File: src/oper_addr_params.svh
/*
  Constants for the operand address generator: window bounds, implied
  register codes, register pair codes and the bank base shift.
  Assumes inclusion from the modules by bare name.
*/
`ifndef OPER_ADDR_PARAMS_SVH
`define OPER_ADDR_PARAMS_SVH

`define SADDR_LO 16'hFE20
`define SADDR_HI 16'hFF1F
`define SADDR_SFR_SPLIT 8'h20
`define SFR_BASE 16'hFF00
`define SFR_HOLE_LO 16'hFFD0
`define SFR_HOLE_HI 16'hFFDF
`define STACK_RAM_LO_DEF 16'hFB00
`define STACK_RAM_HI_DEF 16'hFEFF
`define REG_X 3'h0
`define REG_A 3'h1
`define REG_C 3'h2
`define REG_B 3'h3
`define PAIR_AX 2'h0
`define PAIR_DE 2'h2
`define PAIR_HL 2'h3
`define BANK_BASE_SHIFT 3

`endif

File: src/oper_addr_pkg.sv
/*
  Types shared by the operand address generator and its file lookup.
  Assumes the params header is on the include path.
*/
package oper_addr_pkg;
  typedef enum logic [3:0] {
    mode_implied = 4'h0,
    mode_register = 4'h1,
    mode_direct = 4'h3,
    mode_short_direct = 4'h2,
    mode_sfr = 4'h6,
    mode_reg_indirect = 4'h7,
    mode_based = 4'h5,
    mode_based_indexed = 4'h4,
    mode_stack = 4'hC
  } addr_mode_e;

  typedef enum logic [2:0] {
    imp_none = 3'h0,
    imp_multiply = 3'h1,
    imp_divide = 3'h2,
    imp_adjust_add = 3'h3,
    imp_adjust_sub = 3'h4,
    imp_rotate_left = 3'h5,
    imp_rotate_right = 3'h6
  } implied_op_e;
endpackage

File: src/gpr_lookup_if.sv
/*
  Carrier between the address generator and the register file lookup.
  Assumes both ends share one clock.
*/
`timescale 1ns/1ps
`default_nettype none
interface gpr_lookup_if;
  logic [1:0] bank;
  logic [2:0] reg_code;
  logic [1:0] pair_code;
  logic [7:0] reg_val;
  logic [15:0] pair_val;
  logic [15:0] hl_val;
  logic [7:0] b_val;
  logic [7:0] c_val;
  modport requester (output bank, output reg_code, output pair_code,
    input reg_val, input pair_val, input hl_val, input b_val, input c_val);
  modport provider (input bank, input reg_code, input pair_code,
    output reg_val, output pair_val, output hl_val, output b_val, output c_val);
endinterface
`default_nettype wire

File: src/gpr_lookup.sv
/*
  Reads the flat general register file: 4 banks of 8 bytes.
  Assumes the file arrives as a flat vector, bank 0 at the low end.
*/
`timescale 1ns/1ps
`default_nettype none
module gpr_lookup
  import oper_addr_pkg::*;
(
  // Register file contents
  input wire logic [255:0] gpr_file_in,
  // Lookup side
  gpr_lookup_if.provider lk
);
  `include "oper_addr_params.svh"

  function automatic logic [7:0] rd(input logic [255:0] f, input logic [1:0] b,
                                    input logic [2:0] r);
    rd = f[{b, r, 3'h0} +: 8];
  endfunction

  // Pair n sits at codes 2n (low) and 2n+1 (high)
  assign lk.reg_val = rd(gpr_file_in, lk.bank, lk.reg_code);
  assign lk.pair_val = {rd(gpr_file_in, lk.bank, {lk.pair_code, 1'b1}),
                        rd(gpr_file_in, lk.bank, {lk.pair_code, 1'b0})};
  assign lk.hl_val = {rd(gpr_file_in, lk.bank, {`PAIR_HL, 1'b1}),
                      rd(gpr_file_in, lk.bank, {`PAIR_HL, 1'b0})};
  assign lk.b_val = rd(gpr_file_in, lk.bank, `REG_B);
  assign lk.c_val = rd(gpr_file_in, lk.bank, `REG_C);
endmodule // gpr_lookup
`default_nettype wire

File: src/operand_address_generator.sv
/*
  Operand address generator: turns a decoded addressing mode plus its
  fields into a register select or one 16-bit memory address with size.
  Assumes the decoder presents a request for one cycle and the register
  file is visible as a flat vector on the same clock.
*/
`timescale 1ns/1ps
`default_nettype none
`include "oper_addr_params.svh"
module operand_address_generator
  import oper_addr_pkg::*;
#(
  parameter logic [15:0] STACK_RAM_LO = `STACK_RAM_LO_DEF,
  parameter logic [15:0] STACK_RAM_HI = `STACK_RAM_HI_DEF
)
(
  // Clock and reset
  input wire logic clk_in,
  input wire logic sys_rst_in,
  // Decoded request
  input wire logic req_valid_in,
  input wire oper_addr_pkg::addr_mode_e mode_in,
  input wire oper_addr_pkg::implied_op_e implied_op_in,
  input wire logic [2:0] reg_code_in,
  input wire logic [1:0] pair_code_in,
  input wire logic word_in,
  input wire logic use_c_index_in,
  input wire logic indirect_hl_in,
  input wire logic [15:0] imm16_in,
  input wire logic [7:0] imm8_in,
  input wire logic [15:0] sp_in,
  // Bank select flags
  input wire logic bank_select_bit0_in,
  input wire logic bank_select_bit1_in,
  // General register file, flat
  input wire logic [255:0] gpr_file_in,
  // Result
  output logic valid_out,
  output logic mem_op_out,
  output logic [15:0] eff_addr_out,
  output logic word_out,
  output logic reg_op_out,
  output logic [1:0] bank_out,
  output logic [2:0] src_reg_out,
  output logic [1:0] dst_pair_out,
  output logic stack_fault_out
);
  gpr_lookup_if lk();

  logic [1:0] bank;
  logic [15:0] addr_d;
  logic mem_d;
  logic reg_d;
  logic [2:0] src_reg_d;
  logic [1:0] dst_pair_d;
  logic sfault_d;
  logic valid_q;
  logic mem_q;
  logic [15:0] addr_q;
  logic word_q;
  logic reg_q;
  logic [1:0] bank_q;
  logic [2:0] src_reg_q;
  logic [1:0] dst_pair_q;
  logic sfault_q;

  // Short direct mapping: low byte kept, bit 8 inverted range flag
  function automatic logic [15:0] saddr_map(input logic [7:0] v);
    saddr_map = {7'h7F, (v < `SADDR_SFR_SPLIT), v};
  endfunction

  function automatic logic in_stack_ram(input logic [15:0] a);
    in_stack_ram = (a >= STACK_RAM_LO) && (a <= STACK_RAM_HI);
  endfunction

  assign bank = {bank_select_bit1_in, bank_select_bit0_in};
  assign lk.bank = bank;
  assign lk.reg_code = reg_code_in;
  assign lk.pair_code = pair_code_in;

  gpr_lookup u_lookup (
    .gpr_file_in(gpr_file_in),
    .lk(lk)
  );

  always_comb
  begin
    addr_d = 16'h0000;
    mem_d = 1'b0;
    reg_d = 1'b0;
    src_reg_d = reg_code_in;
    dst_pair_d = `PAIR_AX;
    sfault_d = 1'b0;
    case (mode_in)
      mode_implied:
      begin
        reg_d = 1'b1;
        case (implied_op_in)
          imp_multiply:
            src_reg_d = `REG_A;
          imp_divide:
            src_reg_d = `REG_X;
          imp_adjust_add, imp_adjust_sub, imp_rotate_left, imp_rotate_right:
            src_reg_d = `REG_A;
          default:
            reg_d = 1'b0;
        endcase
      end
      mode_register:
      begin
        reg_d = 1'b1;
        dst_pair_d = pair_code_in;
      end
      mode_direct:
      begin
        mem_d = 1'b1;
        addr_d = imm16_in;
      end
      mode_short_direct:
      begin
        mem_d = 1'b1;
        addr_d = saddr_map(imm8_in);
      end
      mode_sfr:
      begin
        // Hole at FFD0H-FFDFH is refused rather than aliased
        addr_d = {8'hFF, imm8_in};
        mem_d = !((addr_d >= `SFR_HOLE_LO) && (addr_d <= `SFR_HOLE_HI));
      end
      mode_reg_indirect:
      begin
        mem_d = 1'b1;
        addr_d = indirect_hl_in ? lk.hl_val : lk.pair_val;
      end
      mode_based:
      begin
        mem_d = 1'b1;
        addr_d = 16'(lk.hl_val + {8'h00, imm8_in});
      end
      mode_based_indexed:
      begin
        mem_d = 1'b1;
        addr_d = 16'(lk.hl_val + {8'h00, use_c_index_in ? lk.c_val : lk.b_val});
      end
      mode_stack:
      begin
        addr_d = sp_in;
        sfault_d = !in_stack_ram(sp_in);
        mem_d = !sfault_d;
      end
      default: mem_d = 1'b0;
    endcase
  end
  always_ff @(posedge clk_in)
  begin
    if (sys_rst_in)
    begin
      valid_q <= 1'b0;
      mem_q <= 1'b0;
      reg_q <= 1'b0;
      sfault_q <= 1'b0;
    end
    else
    begin
      valid_q <= req_valid_in;
      mem_q <= req_valid_in && mem_d;
      reg_q <= req_valid_in && reg_d;
      sfault_q <= req_valid_in && sfault_d;
    end
  end

  // Data fields reset too so outputs are defined from reset on
  always_ff @(posedge clk_in)
  begin
    if (sys_rst_in)
    begin
      addr_q <= 16'h0000;
      word_q <= 1'b0;
      bank_q <= 2'h0;
      src_reg_q <= 3'h0;
      dst_pair_q <= 2'h0;
    end
    else if (req_valid_in)
    begin
      addr_q <= addr_d;
      word_q <= word_in || (mode_stack == mode_in);
      bank_q <= bank;
      src_reg_q <= src_reg_d;
      dst_pair_q <= dst_pair_d;
    end
  end

  assign valid_out = valid_q;
  assign mem_op_out = mem_q;
  assign eff_addr_out = addr_q;
  assign word_out = word_q;
  assign reg_op_out = reg_q;
  assign bank_out = bank_q;
  assign src_reg_out = src_reg_q;
  assign dst_pair_out = dst_pair_q;
  assign stack_fault_out = sfault_q;

  property p_saddr_window;
    @(posedge clk_in) disable iff (sys_rst_in)
    (req_valid_in && mode_in == mode_short_direct) |=>
      (eff_addr_out >= `SADDR_LO) && (eff_addr_out <= `SADDR_HI) && mem_op_out;
  endproperty
  a_saddr_window: assert property (p_saddr_window) else $error("saddr out of window");
  property p_saddr_bit8;
    @(posedge clk_in) disable iff (sys_rst_in)
    (req_valid_in && mode_in == mode_short_direct) |=>
      eff_addr_out == {7'h7F, ($past(imm8_in) < 8'h20), $past(imm8_in)};
  endproperty
  a_saddr_bit8: assert property (p_saddr_bit8) else $error("saddr bit 8 wrong");
  property p_sfr_hole;
    @(posedge clk_in) disable iff (sys_rst_in)
    (req_valid_in && mode_in == mode_sfr) |=>
      mem_op_out == !(eff_addr_out[7:4] == 4'hD) && eff_addr_out[15:8] == 8'hFF;
  endproperty
  a_sfr_hole: assert property (p_sfr_hole) else $error("sfr hole reached");
  property p_direct;
    @(posedge clk_in) disable iff (sys_rst_in)
    (req_valid_in && mode_in == mode_direct) |=> eff_addr_out == $past(imm16_in);
  endproperty
  a_direct: assert property (p_direct) else $error("direct address changed");
  property p_based;
    @(posedge clk_in) disable iff (sys_rst_in)
    (req_valid_in && mode_in == mode_based) |=>
      eff_addr_out == 16'($past(lk.hl_val) + $past(imm8_in));
  endproperty
  a_based: assert property (p_based) else $error("based sum wrong");
  property p_indexed;
    @(posedge clk_in) disable iff (sys_rst_in)
    (req_valid_in && mode_in == mode_based_indexed && !use_c_index_in) |=>
      eff_addr_out == 16'($past(lk.hl_val) + $past(lk.b_val));
  endproperty
  a_indexed: assert property (p_indexed) else $error("indexed sum wrong");
  property p_multiply;
    @(posedge clk_in) disable iff (sys_rst_in)
    (req_valid_in && mode_in == mode_implied && implied_op_in == imp_multiply) |=>
      reg_op_out && src_reg_out == 3'h1 && dst_pair_out == 2'h0 && !mem_op_out;
  endproperty
  a_multiply: assert property (p_multiply) else $error("multiply regs wrong");
  property p_divide;
    @(posedge clk_in) disable iff (sys_rst_in)
    (req_valid_in && mode_in == mode_implied && implied_op_in == imp_divide) |=>
      reg_op_out && dst_pair_out == 2'h0;
  endproperty
  a_divide: assert property (p_divide) else $error("divide pair wrong");
  property p_adjust_rotate;
    @(posedge clk_in) disable iff (sys_rst_in)
    (req_valid_in && mode_in == mode_implied &&
     implied_op_in inside {imp_adjust_add, imp_adjust_sub, imp_rotate_left, imp_rotate_right})
      |=> src_reg_out == 3'h1;
  endproperty
  a_adjust_rotate: assert property (p_adjust_rotate) else $error("A not implied");
  property p_stack;
    @(posedge clk_in) disable iff (sys_rst_in)
    (req_valid_in && mode_in == mode_stack) |=>
      eff_addr_out == $past(sp_in) && (mem_op_out != stack_fault_out);
  endproperty
  a_stack: assert property (p_stack) else $error("stack address wrong");
  property p_bank;
    @(posedge clk_in) disable iff (sys_rst_in)
    req_valid_in |=> bank_out == {$past(bank_select_bit1_in), $past(bank_select_bit0_in)};
  endproperty
  a_bank: assert property (p_bank) else $error("bank not captured");
  property p_idle;
    @(posedge clk_in) disable iff (sys_rst_in)
    !req_valid_in |=> !valid_out && !mem_op_out && !reg_op_out;
  endproperty
  a_idle: assert property (p_idle) else $error("output without request");
  // Odd register code must be the high byte of its pair
  property p_pair_map;
    @(posedge clk_in) disable iff (sys_rst_in)
    (req_valid_in && mode_in == mode_register && reg_code_in == {pair_code_in, 1'b1}) |->
      lk.pair_val[15:8] == lk.reg_val;
  endproperty
  a_pair_map: assert property (p_pair_map) else $error("pair byte mismatch");
endmodule // operand_address_generator
`default_nettype wire

File: config.mk
export PLATFORM = sky130hd
export DESIGN_NAME = operand_address_generator
export DESIGN_NICKNAME = d
export VERILOG_FILES = /design/src/oper_addr_pkg.sv /design/src/gpr_lookup_if.sv /design/src/gpr_lookup.sv /design/src/operand_address_generator.sv
export VERILOG_INCLUDE_DIRS = /design/src /design/src/src
export SDC_FILE = /design/constraint.sdc
export NUM_CORES = 1
export LEC_CHECK = 0
export ABC_AREA = 1
export BUFFER_PORTS_ARGS = -buffer_cell sky130_fd_sc_hd__buf_2
export CAP_MARGIN = 0
export CORE_MARGIN = 8
export CORE_UTILIZATION = 35
export CTS_CLUSTER_SIZE = 40
export DETAILED_ROUTE_END_ITERATION = 12
export PLACE_DENSITY_LB_ADDON = 0.05
export SYNTH_ARGS = -nofsm -noshare
export SYNTH_HDL_FRONTEND = slang
export SYNTH_HIERARCHICAL = 1
export SYNTH_SLANG_ARGS = --single-unit
File: constraint.sdc
create_clock -name clk_in -period 4.1 [get_ports clk_in]
set_clock_uncertainty 0.2 [all_clocks]
set_input_delay 0.82 -clock clk_in [delete_from_list [all_inputs] [get_ports clk_in]]
set_output_delay 0.82 -clock clk_in [all_outputs]
set_load 0.01 [all_outputs]
# Word level (Yosys, flattened, before mapping)
# Cells that the tools add are included.
# word_totals
out_inout_bits,28
word_cells,59
inputBits,316
register_bits,28
# op_classes
reduce_logical,12
n_eq_ne,15
order_cmp,5
addsub,2
mux,10
shifts,6
# ops
cell,n
indexed part select 256 x 9 -> 8 bit,6
case mux 16 bit (7 select lines),1
adder 16 x 8 -> 16 bit,2
greater-or-equal comparator 16 bit (second input constant),2
less-or-equal comparator 16 bit (second input constant),2
equality test 4 x 3 -> 1 bit (second input constant),4
2-to-1 mux 16 bit,1
OR reduction 5 bit,2
equality test 3 bit (second input constant),3
equality test 4 x 2 -> 1 bit (second input constant),2
less-than comparator 8 x 6 -> 1 bit (second input constant),1
2-to-1 mux 8 bit,1
equality test 3 x 2 -> 1 bit (second input constant),2
case mux 3 bit (2 select lines),1
OR reduction 6 bit,1
logical AND 1 bit,5
equality test 4 x 1 -> 1 bit (second input constant),1
equality test 4 bit (first input constant),1
equality test 4 bit (second input constant),1
zero test 4 bit,1
equality test 3 x 1 -> 1 bit (second input constant),1
2-to-1 mux 3 bit,1
case mux 1 bit (3 select lines),1
zero test 1 bit,2
other kinds (4),5

# Longest topological paths before layout
# Gate-level depths: netlist of the first run.
# logic_depth
depth_word,5
depth_mapped,24
depth_no_buf,22

# Modules after synthesis
# The synthesis of the first run kept the hierarchy.
# modules_own_cells
module,instances,seq_area_each_um2,area_each_um2,cells_per_inst
gpr_lookup,1,0.0,6129.6,1339
operand_address_generator,1,560.5,2745.1,478

# Worst setup path before layout of the first run
# Ideal clock, no wire load.
# synth_timing
path_kind,input-to-reg
start,in bank_select_bit0_in
end,reg addr_q[12] (netlist: eff_addr_out[12])
arrival_ns,3.091
setup_time_ns,0.132
required_time_ns,3.768
stages,24
n_path_buf,2
setup_slack_ns,0.678
cell_sequence,buf_2 inv_2 clkbuf_1 o21ai_0 a21oi_1 a21oi_1 inv_1 nand2_1 o211ai_1 o21ai_0 ha_1 fa_1 nand2_1 inv_1 nand2_1 nand3_1 nand2_1 nand2_1 nand2_1 nand2_1 nand3_1 nand2_1 nand2_1 a21oi_1
# synth_between
elab_chain_cells,4
elab_cells_between_ends,10
cone_classes,2 x add/sub; 5 x shift; 3 x mux
# synth_rtl
element,line_no,source
"start, declared",operand_address_generator.sv:33,"input wire logic bank_select_bit0_in,"
indexed part select 256 x 9 -> 8 bit,gpr_lookup.sv:19,"rd = f[{b, r, 3'h0} +: 8];"
net lk.c_val[0],gpr_lookup_if.sv:15,logic [7:0] c_val;
2-to-1 mux 8 bit,operand_address_generator.sv:143,"addr_d = 16'(lk.hl_val + {8'h00, use_c_index_in ? lk.c_val : lk.b_val});"
adder 16 x 8 -> 16 bit,operand_address_generator.sv:143,
case mux 16 bit (7 select lines),operand_address_generator.sv:94,case (mode_in)
"end signal, assigned",operand_address_generator.sv:185,addr_q <= addr_d;
"end, declared",operand_address_generator.sv:59,logic [15:0] addr_q;
# The timed path passes the listed nets, and every way through them passes these cells.
# A chain may end at the register's enable or synchronous reset.

# Worst setup path after layout of the first run
# layout_timing
start,in bank_select_bit1_in
end,reg addr_q[12] (netlist: eff_addr_out[12])
# layout_between
elab_chain_cells,4
elab_cells_between_ends,10
cone_classes,2 x add/sub; 5 x shift; 3 x mux
# layout_rtl
element,line_no,source
"start, declared",operand_address_generator.sv:34,"input wire logic bank_select_bit1_in,"
indexed part select 256 x 9 -> 8 bit,gpr_lookup.sv:19,
net lk.c_val[1],gpr_lookup_if.sv:15,
2-to-1 mux 8 bit,operand_address_generator.sv:143,
adder 16 x 8 -> 16 bit,operand_address_generator.sv:143,
case mux 16 bit (7 select lines),operand_address_generator.sv:94,
# The timed path passes the listed nets, and every way through them passes these cells.

==> qor.tcl, run 1 <==
set qor(starting_density_of_the_core_pct) 35.3
set qor(holdCritStartpoint) {eff_addr_out[13]}
set qor(final_antenna_net_count) 0
set qor(run_status) {finished clean}
set qor(syn_avg_cell_area_um2) 5.20
set qor(path_max_fanout) 21
set qor(setup_tns_ns) 0
set qor(synthToLayoutAreaGrowth_pct) 30.4
set qor(worstSkewPairLatency_ns) 0.27
set qor(hold_viol_final) 0
set qor(critPathArrivalTime_ns) 3.63
set qor(critical_path.startpoint_type) {input pin}
set qor(portBuffers) 343
set qor(clk_root_buffer_cell) {sky130_fd_sc_hd__clkbuf_16}
set qor(maximum_capacitance_violations) 0
set qor(maximum_number_of_pins_on_one_net_before_global_route_repair) 92
set qor(routed_via_density) 5.33
set qor(synth.cell_area_um2) 6300
set qor(whs_path_depth) 2
set qor(antenna_violations_before_repair) 10
set qor(die_x_um) 150
set qor(path_clk_slew_ns) 0.07
set qor(hold_end) {eff_addr_out[13]}
set qor(cts_tree) {built}
set qor(finalSetupViolCount) 0
set qor(p_leak_nw) 4.51
set qor(postCtsSetupRepairBufs) 0
set qor(yosys_warnings) 6
set qor(final_core_utilization_pct) 46.1
set qor(max_freq_mhz) 276
set qor(overall_routed_net_length_um) 34700
set qor(io-pin-count) 344
set qor(detail_route.wl_per_cell_um) 20.0
set qor(cts.sinks) 28
set qor(regToRegSetupSlack_ns) 3.25
set qor(drc_errors) 0
set qor(number_of_nets_produced_by_synthesis) 1539
set qor(min-delay-path-class) {reg2reg}
set qor(std_cell_rows) 49
set qor(gp_routability_congestion) 0.970
set qor(drt-pass1-iter-count) 5
set qor(rr_endpoint) {bank_out[0]}
set qor(hold_slack_ns) 0.263
set qor(design.die.area_um2) 22600
set qor(first_global_vias) 8825
set qor(fin_crit_sh_pct) 88.4
set qor(synthCells) 1212
set qor(hold_buffers) 0
set qor(tightestPinTransition_ns) 0.694
set qor(final_period_minus_worst_setup_slack_ns) 3.63
set qor(gr-total-overflow) 0
set qor(pwr_density_cell_nw_per_um2) 178
set qor(cts_buffers) 3
set qor(endpoint_kind) {register}
set qor(total_power_mw) 1.46
set qor(die-height_um) 150
set qor(nNetsFinal) 1822
set qor(grt_setup_unrepaired) {false}
set qor(maxSlewViolCount) 0
set qor(num_vias) 9231
set qor(groute.usage.overall_pct) 29.0
set qor(core-area_um2) 17800
set qor(final_layout_size_suffix_gt1_share_pct) 26.4
set qor(reg2reg_launch_point) {bank_out[0]}
set qor(timing.setup.critical_path_class) {in2reg}
set qor(h-tree-depth) 1
set qor(worst-endpoint-required_ns) 4.10
set qor(initialDrtViolationCount) 937
set qor(place_hpwl_um) 29000
set qor(power.ir.vdd_worst_mv) 0.172
set qor(cts_repair_resize_count) 0
set qor(global_route_wire_length_before_repair_um) 50200
set qor(cts-root-to-sink-buffers) 2
set qor(reg2regPathDepth) 2
set qor(slew_headroom_pct) 53.6
[flip-flops by register name, summed over array words and instances, names as in the netlist]
signal	cells
eff_addr_out	16
src_reg_out	3
bank_out	2
dst_pair_out	2
mem_op_out	1
reg_op_out	1
stack_fault_out	1
valid_out	1
word_out	1
[layout make-up]
class,count,area (um^2)
fill,2158,9620
multi-input combinational,902,4480
timing repair buffer,371,2050
inverter,189,716
sequential,28,561
tap,229,287
clock buffer,3,75.1
clock inverter,1,30.0
antenna,8,20.0
[worst max-delay path, stage by stage]
cell and delay (ns):
sky130_fd_sc_hd__buf_2 0.11, sky130_fd_sc_hd__inv_2 0.33, sky130_fd_sc_hd__buf_4 0.27, sky130_fd_sc_hd__o21ai_0 0.10, sky130_fd_sc_hd__a21oi_1 0.15, sky130_fd_sc_hd__a21oi_1 0.08
sky130_fd_sc_hd__mux2i_1 0.18, sky130_fd_sc_hd__a21oi_1 0.14, sky130_fd_sc_hd__fa_1 0.50, sky130_fd_sc_hd__nand2_1 0.10, sky130_fd_sc_hd__inv_1 0.05, sky130_fd_sc_hd__nand2_1 0.05
sky130_fd_sc_hd__nand3_1 0.10, sky130_fd_sc_hd__nand2_1 0.10, sky130_fd_sc_hd__nand2_1 0.10, sky130_fd_sc_hd__nand3_1 0.09, sky130_fd_sc_hd__nand3_1 0.09, sky130_fd_sc_hd__nand2_1 0.08
sky130_fd_sc_hd__nand2_1 0.04, sky130_fd_sc_hd__a21oi_1 0.12
[placed cells by master (no fill, tap or decap), drive strengths merged]
cell type / n
inv: 188
o2111ai: 1
buf: 371
o21bai: 1
clkinv: 1
o41ai: 1
o211ai: 71
clkbuf: 3
bufinv: 1
xor2: 1
or2: 1
nand4: 5
a21oi: 206
nand2: 302
o21ai: 121
nand3: 124
nor3: 6
o211a: 3
diode: 8
and3: 4
nor2: 34
nand3b: 4
mux2i: 3
dfxtp: 28
fa: 1
a211oi: 2
ha: 10
a31oi: 1
[through the flow]
| stage | instance area [um^2] | setup WS [ns] | cells |
|---|---|---|---|
| 2_1_floorplan | 6300 | 0.705 | 1212 |
| 3_5_place_dp | 8090 | 0.208 | 1719 |
| 6_report | 8220 | 0.475 | 1731 |
| 3_3_place_gp | 8090 | 0.258 | 1719 |
| 5_1_grt | 8220 | 0.173 | 1731 |
| 4_1_cts | 8200 | 0.499 | 1723 |
[per-layer routing]
layer / global-route usage (%) / vias to the layer above / share of wire, %
met4: 8.25 / 4 / 2.5
met2: 47.3 / 448 / 46
met1: 37.2 / 4135 / 41
met5: 0 / - / 0.075
met3: 7.30 / 48 / 11
li1: - / 4596 / -
[worst max-delay path by stage]
| stage | startpoint | end | slack [ns] | cells after the start |
|---|---|---|---|---|
| global placement | bank_select_bit1_in | eff_addr_out[5] | 0.26 | 18 |
| floorplan | bank_select_bit1_in | eff_addr_out[12] | 0.70 | 24 |
| detailed placement | bank_select_bit1_in | eff_addr_out[5] | 0.21 | 18 |
| global route | bank_select_bit1_in | eff_addr_out[9] | 0.17 | 20 |
| CTS | bank_select_bit1_in | eff_addr_out[5] | 0.50 | 18 |
| finish | bank_select_bit1_in | eff_addr_out[12] | 0.47 | 20 |
[report_power, final]
| group | internal (mW) | total (mW) | switching (mW) |
|---|---|---|---|
| logic | 0.335 | 0.868 | 0.533 |
| registers | 0.287 | 0.294 | 0.00755 |
| clock network | 0.195 | 0.301 | 0.106 |
| total | 0.817 | 1.46 | 0.647 |
(Power assumes the default switching activity.)
==> inputs of run 2 (changes only) <==
--- a/config.mk
+++ b/config.mk
@@ -6,10 +6,9 @@
 export SDC_FILE = /design/constraint.sdc
 export NUM_CORES = 1
 export LEC_CHECK = 0
-export ABC_AREA = 1
 export BUFFER_PORTS_ARGS = -buffer_cell sky130_fd_sc_hd__buf_2
 export CAP_MARGIN = 0
-export CORE_MARGIN = 8
+export CORE_MARGIN = 10
 export CORE_UTILIZATION = 35
 export CTS_CLUSTER_SIZE = 40
 export DETAILED_ROUTE_END_ITERATION = 12
==> run 2 against run 1 <==
  * Clock-buffer cell count increased by 1
  * Setup slack got worse by 0.011 ns
  * Worst hold slack improved by 0.012 ns
  * Sequential share of layout area increased by 0.82 points
  * Utilization increased by 4.2 points
  * Clock power decreased by 15%
  * Critical path depth decreased by 9
  * Fmax decreased by 0.29%
  * Non-clock buffer count unchanged
  * Critical path type unchanged
  * Largest power group unchanged
==> qor.tcl, run 2 <==
set qor(netSwitchingPower_mw) 0.491
set qor(total_power_mw) 1.34
set qor(sequential_cell_area_um2) 561
set qor(worst-endpoint-required_ns) 4.12
set qor(cts_tree) {built}
set qor(timing.setup.critical_path_class) {in2reg}
set qor(cellInternalPower_mw) 0.851
set qor(p_leak_nw) 3.22
set qor(number_of_nets_produced_by_synthesis) 812
set qor(tightestPinTransition_ns) 0.771
set qor(multi_input_comb_area_um2) 4420
set qor(cts_buffers) 3
set qor(drt-pass1-iter-count) 5
set qor(hold_slack_ns) 0.275
set qor(finalSetupViolCount) 0
set qor(pwr_density_cell_nw_per_um2) 183
set qor(place_hpwl_um) 25400
set qor(grt_setup_unrepaired) {false}
set qor(yosys_warnings) 6
set qor(num_vias) 6146
set qor(postCtsSetupRepairBufs) 0
set qor(io-pin-count) 344
set qor(path_clk_slew_ns) 0.07
set qor(setup_tns_ns) 0
set qor(global_route_wire_length_before_repair_um) 42400
set qor(combinationalPowerShare_pct) 59.5
set qor(groute.usage.overall_pct) 27.0
set qor(fin_crit_sh_pct) 88.7
set qor(largest_register_ffs) 16
set qor(cts_repair_resize_count) 0
set qor(synth.cell_area_um2) 5220
set qor(synthCells) 485
set qor(core-area_um2) 14600
set qor(endpoint_kind) {register}
set qor(hold_buffers) 0
set qor(registers.top_by_ff_count) {eff_addr_out}
set qor(clock_power_share_pct) 19.0
set qor(starting_density_of_the_core_pct) 35.8
set qor(regToRegSetupSlack_ns) 2.60
set qor(sequentialPowerShare_pct) 21.4
set qor(hold_viol_final) 0
set qor(final_antenna_net_count) 0
set qor(final_common_cell) {sky130_fd_sc_hd__buf_2}
set qor(slew_headroom_pct) 48.5
set qor(clk_root_buffer_cell) {sky130_fd_sc_hd__clkbuf_16}
set qor(cts.sinks) 28
set qor(maximum_number_of_pins_on_one_net_before_global_route_repair) 27
set qor(detail_route.wl_per_cell_um) 28.4
set qor(nNetsFinal) 1138
set qor(fillers) 1408
set qor(syn_avg_cell_area_um2) 10.8
set qor(gr-total-overflow) 0
set qor(portBuffers) 343
set qor(maxSlewViolCount) 0
set qor(commonest_cells_after_routing_fill_and_taps_aside) {341 x sky130_fd_sc_hd__buf_2, 112 x sky130_fd_sc_hd__mux4_2, 36 x sky130_fd_sc_hd__nor2_1}
set qor(maximum_capacitance_violations) 0
set qor(worstSkewPairLatency_ns) 0.27
set qor(first_global_vias) 6711
set qor(h-tree-depth) 1
set qor(drc_errors) 0
set qor(run_status) {finished clean}
set qor(overall_routed_net_length_um) 28400
set qor(final_period_minus_worst_setup_slack_ns) 3.64
set qor(critPathArrivalTime_ns) 3.65
set qor(gp_routability_congestion) 0.957
set qor(design.die.area_um2) 20200
set qor(std_cell_rows) 44
set qor(max_freq_mhz) 275
set qor(routed_via_density) 6.16
set qor(synthToLayoutAreaGrowth_pct) 40.5
set qor(final_layout_size_suffix_gt1_share_pct) 60.9
set qor(min-delay-path-class) {reg2reg}
set qor(cts-root-to-sink-buffers) 2
set qor(antenna_violations_before_repair) 9
set qor(initialDrtViolationCount) 412
set qor(die-height_um) 142
set qor(die_x_um) 142
set qor(switching_share_pct) 36.6
set qor(power.ir.vdd_worst_mv) 0.176
set qor(critical_path.startpoint_type) {input pin}
set qor(path_max_fanout) 16
-- run 2: critical path: stages --
cell and delay (ns):
sky130_fd_sc_hd__buf_4 0.19, sky130_fd_sc_hd__buf_12 0.20, sky130_fd_sc_hd__mux4_2 0.51, sky130_fd_sc_hd__mux2i_1 0.22
sky130_fd_sc_hd__a21oi_1 0.16, sky130_fd_sc_hd__ha_1 0.31, sky130_fd_sc_hd__a21o_1 0.13, sky130_fd_sc_hd__nand3_1 0.19
sky130_fd_sc_hd__a21o_1 0.27, sky130_fd_sc_hd__a2111oi_0 0.47, sky130_fd_sc_hd__a311o_1 0.17
-- run 2: worst paths after layout --
check,startpoint,endpoint,cells past startpoint
worst max-delay path,bank_select_bit0_in,eff_addr_out[11],11
worst min-delay path,eff_addr_out[0],eff_addr_out[0],2
worst max register to register,eff_addr_out[15],eff_addr_out[15],5
worst min register to register,eff_addr_out[0],eff_addr_out[0],2
-- run 2: area by class of cell --
| cell class | instances | area share [%] |
|---|---|---|
| clock buffers | 4 | 1.21 |
| multi-input cells | 400 | 60.2 |
| repair buffers | 371 | 27.3 |
| inverters | 7 | 0.358 |
| well taps | 184 | 3.14 |
| flip-flops and latches | 28 | 7.64 |
| diodes | 4 | 0.136 |
-- run 2: per-stage QoR --
step / instance area (um^2) / utilization (%) / worst slack [ns] / std cells
final: 7340 / 50.3 / 0.464 / 998
after global routing: 7340 / 50.3 / 0.268 / 998
after CTS: 7330 / 50.2 / 0.511 / 994
after detailed placement: 7240 / 49.6 / 0.219 / 990
after global placement: 7240 / 49.6 / 0.301 / 990
after floorplan: 5220 / - / 0.155 / 485
-- run 2: per-layer routing --
layer,track usage [%],vias to the layer above,share of wire [%]
met5,0,-,0.14
met4,5.38,6,1.0
met3,7.58,23,9.5
met2,44.8,352,50
met1,34.3,3064,39
li1,-,2701,-
-- run 2: power by group through the flow --
stage / Sequential, mW / Combinational, mW / Clock, mW
6_report: 0.288 / 0.799 / 0.256
5_1_grt: 0.289 / 0.862 / 0.274
4_1_cts: 0.288 / 0.795 / 0.259
3_5_place_dp: 0.294 / 0.792 / 0
3_3_place_gp: 0.294 / 0.786 / 0
2_1_floorplan: 0.298 / 0.453 / 0
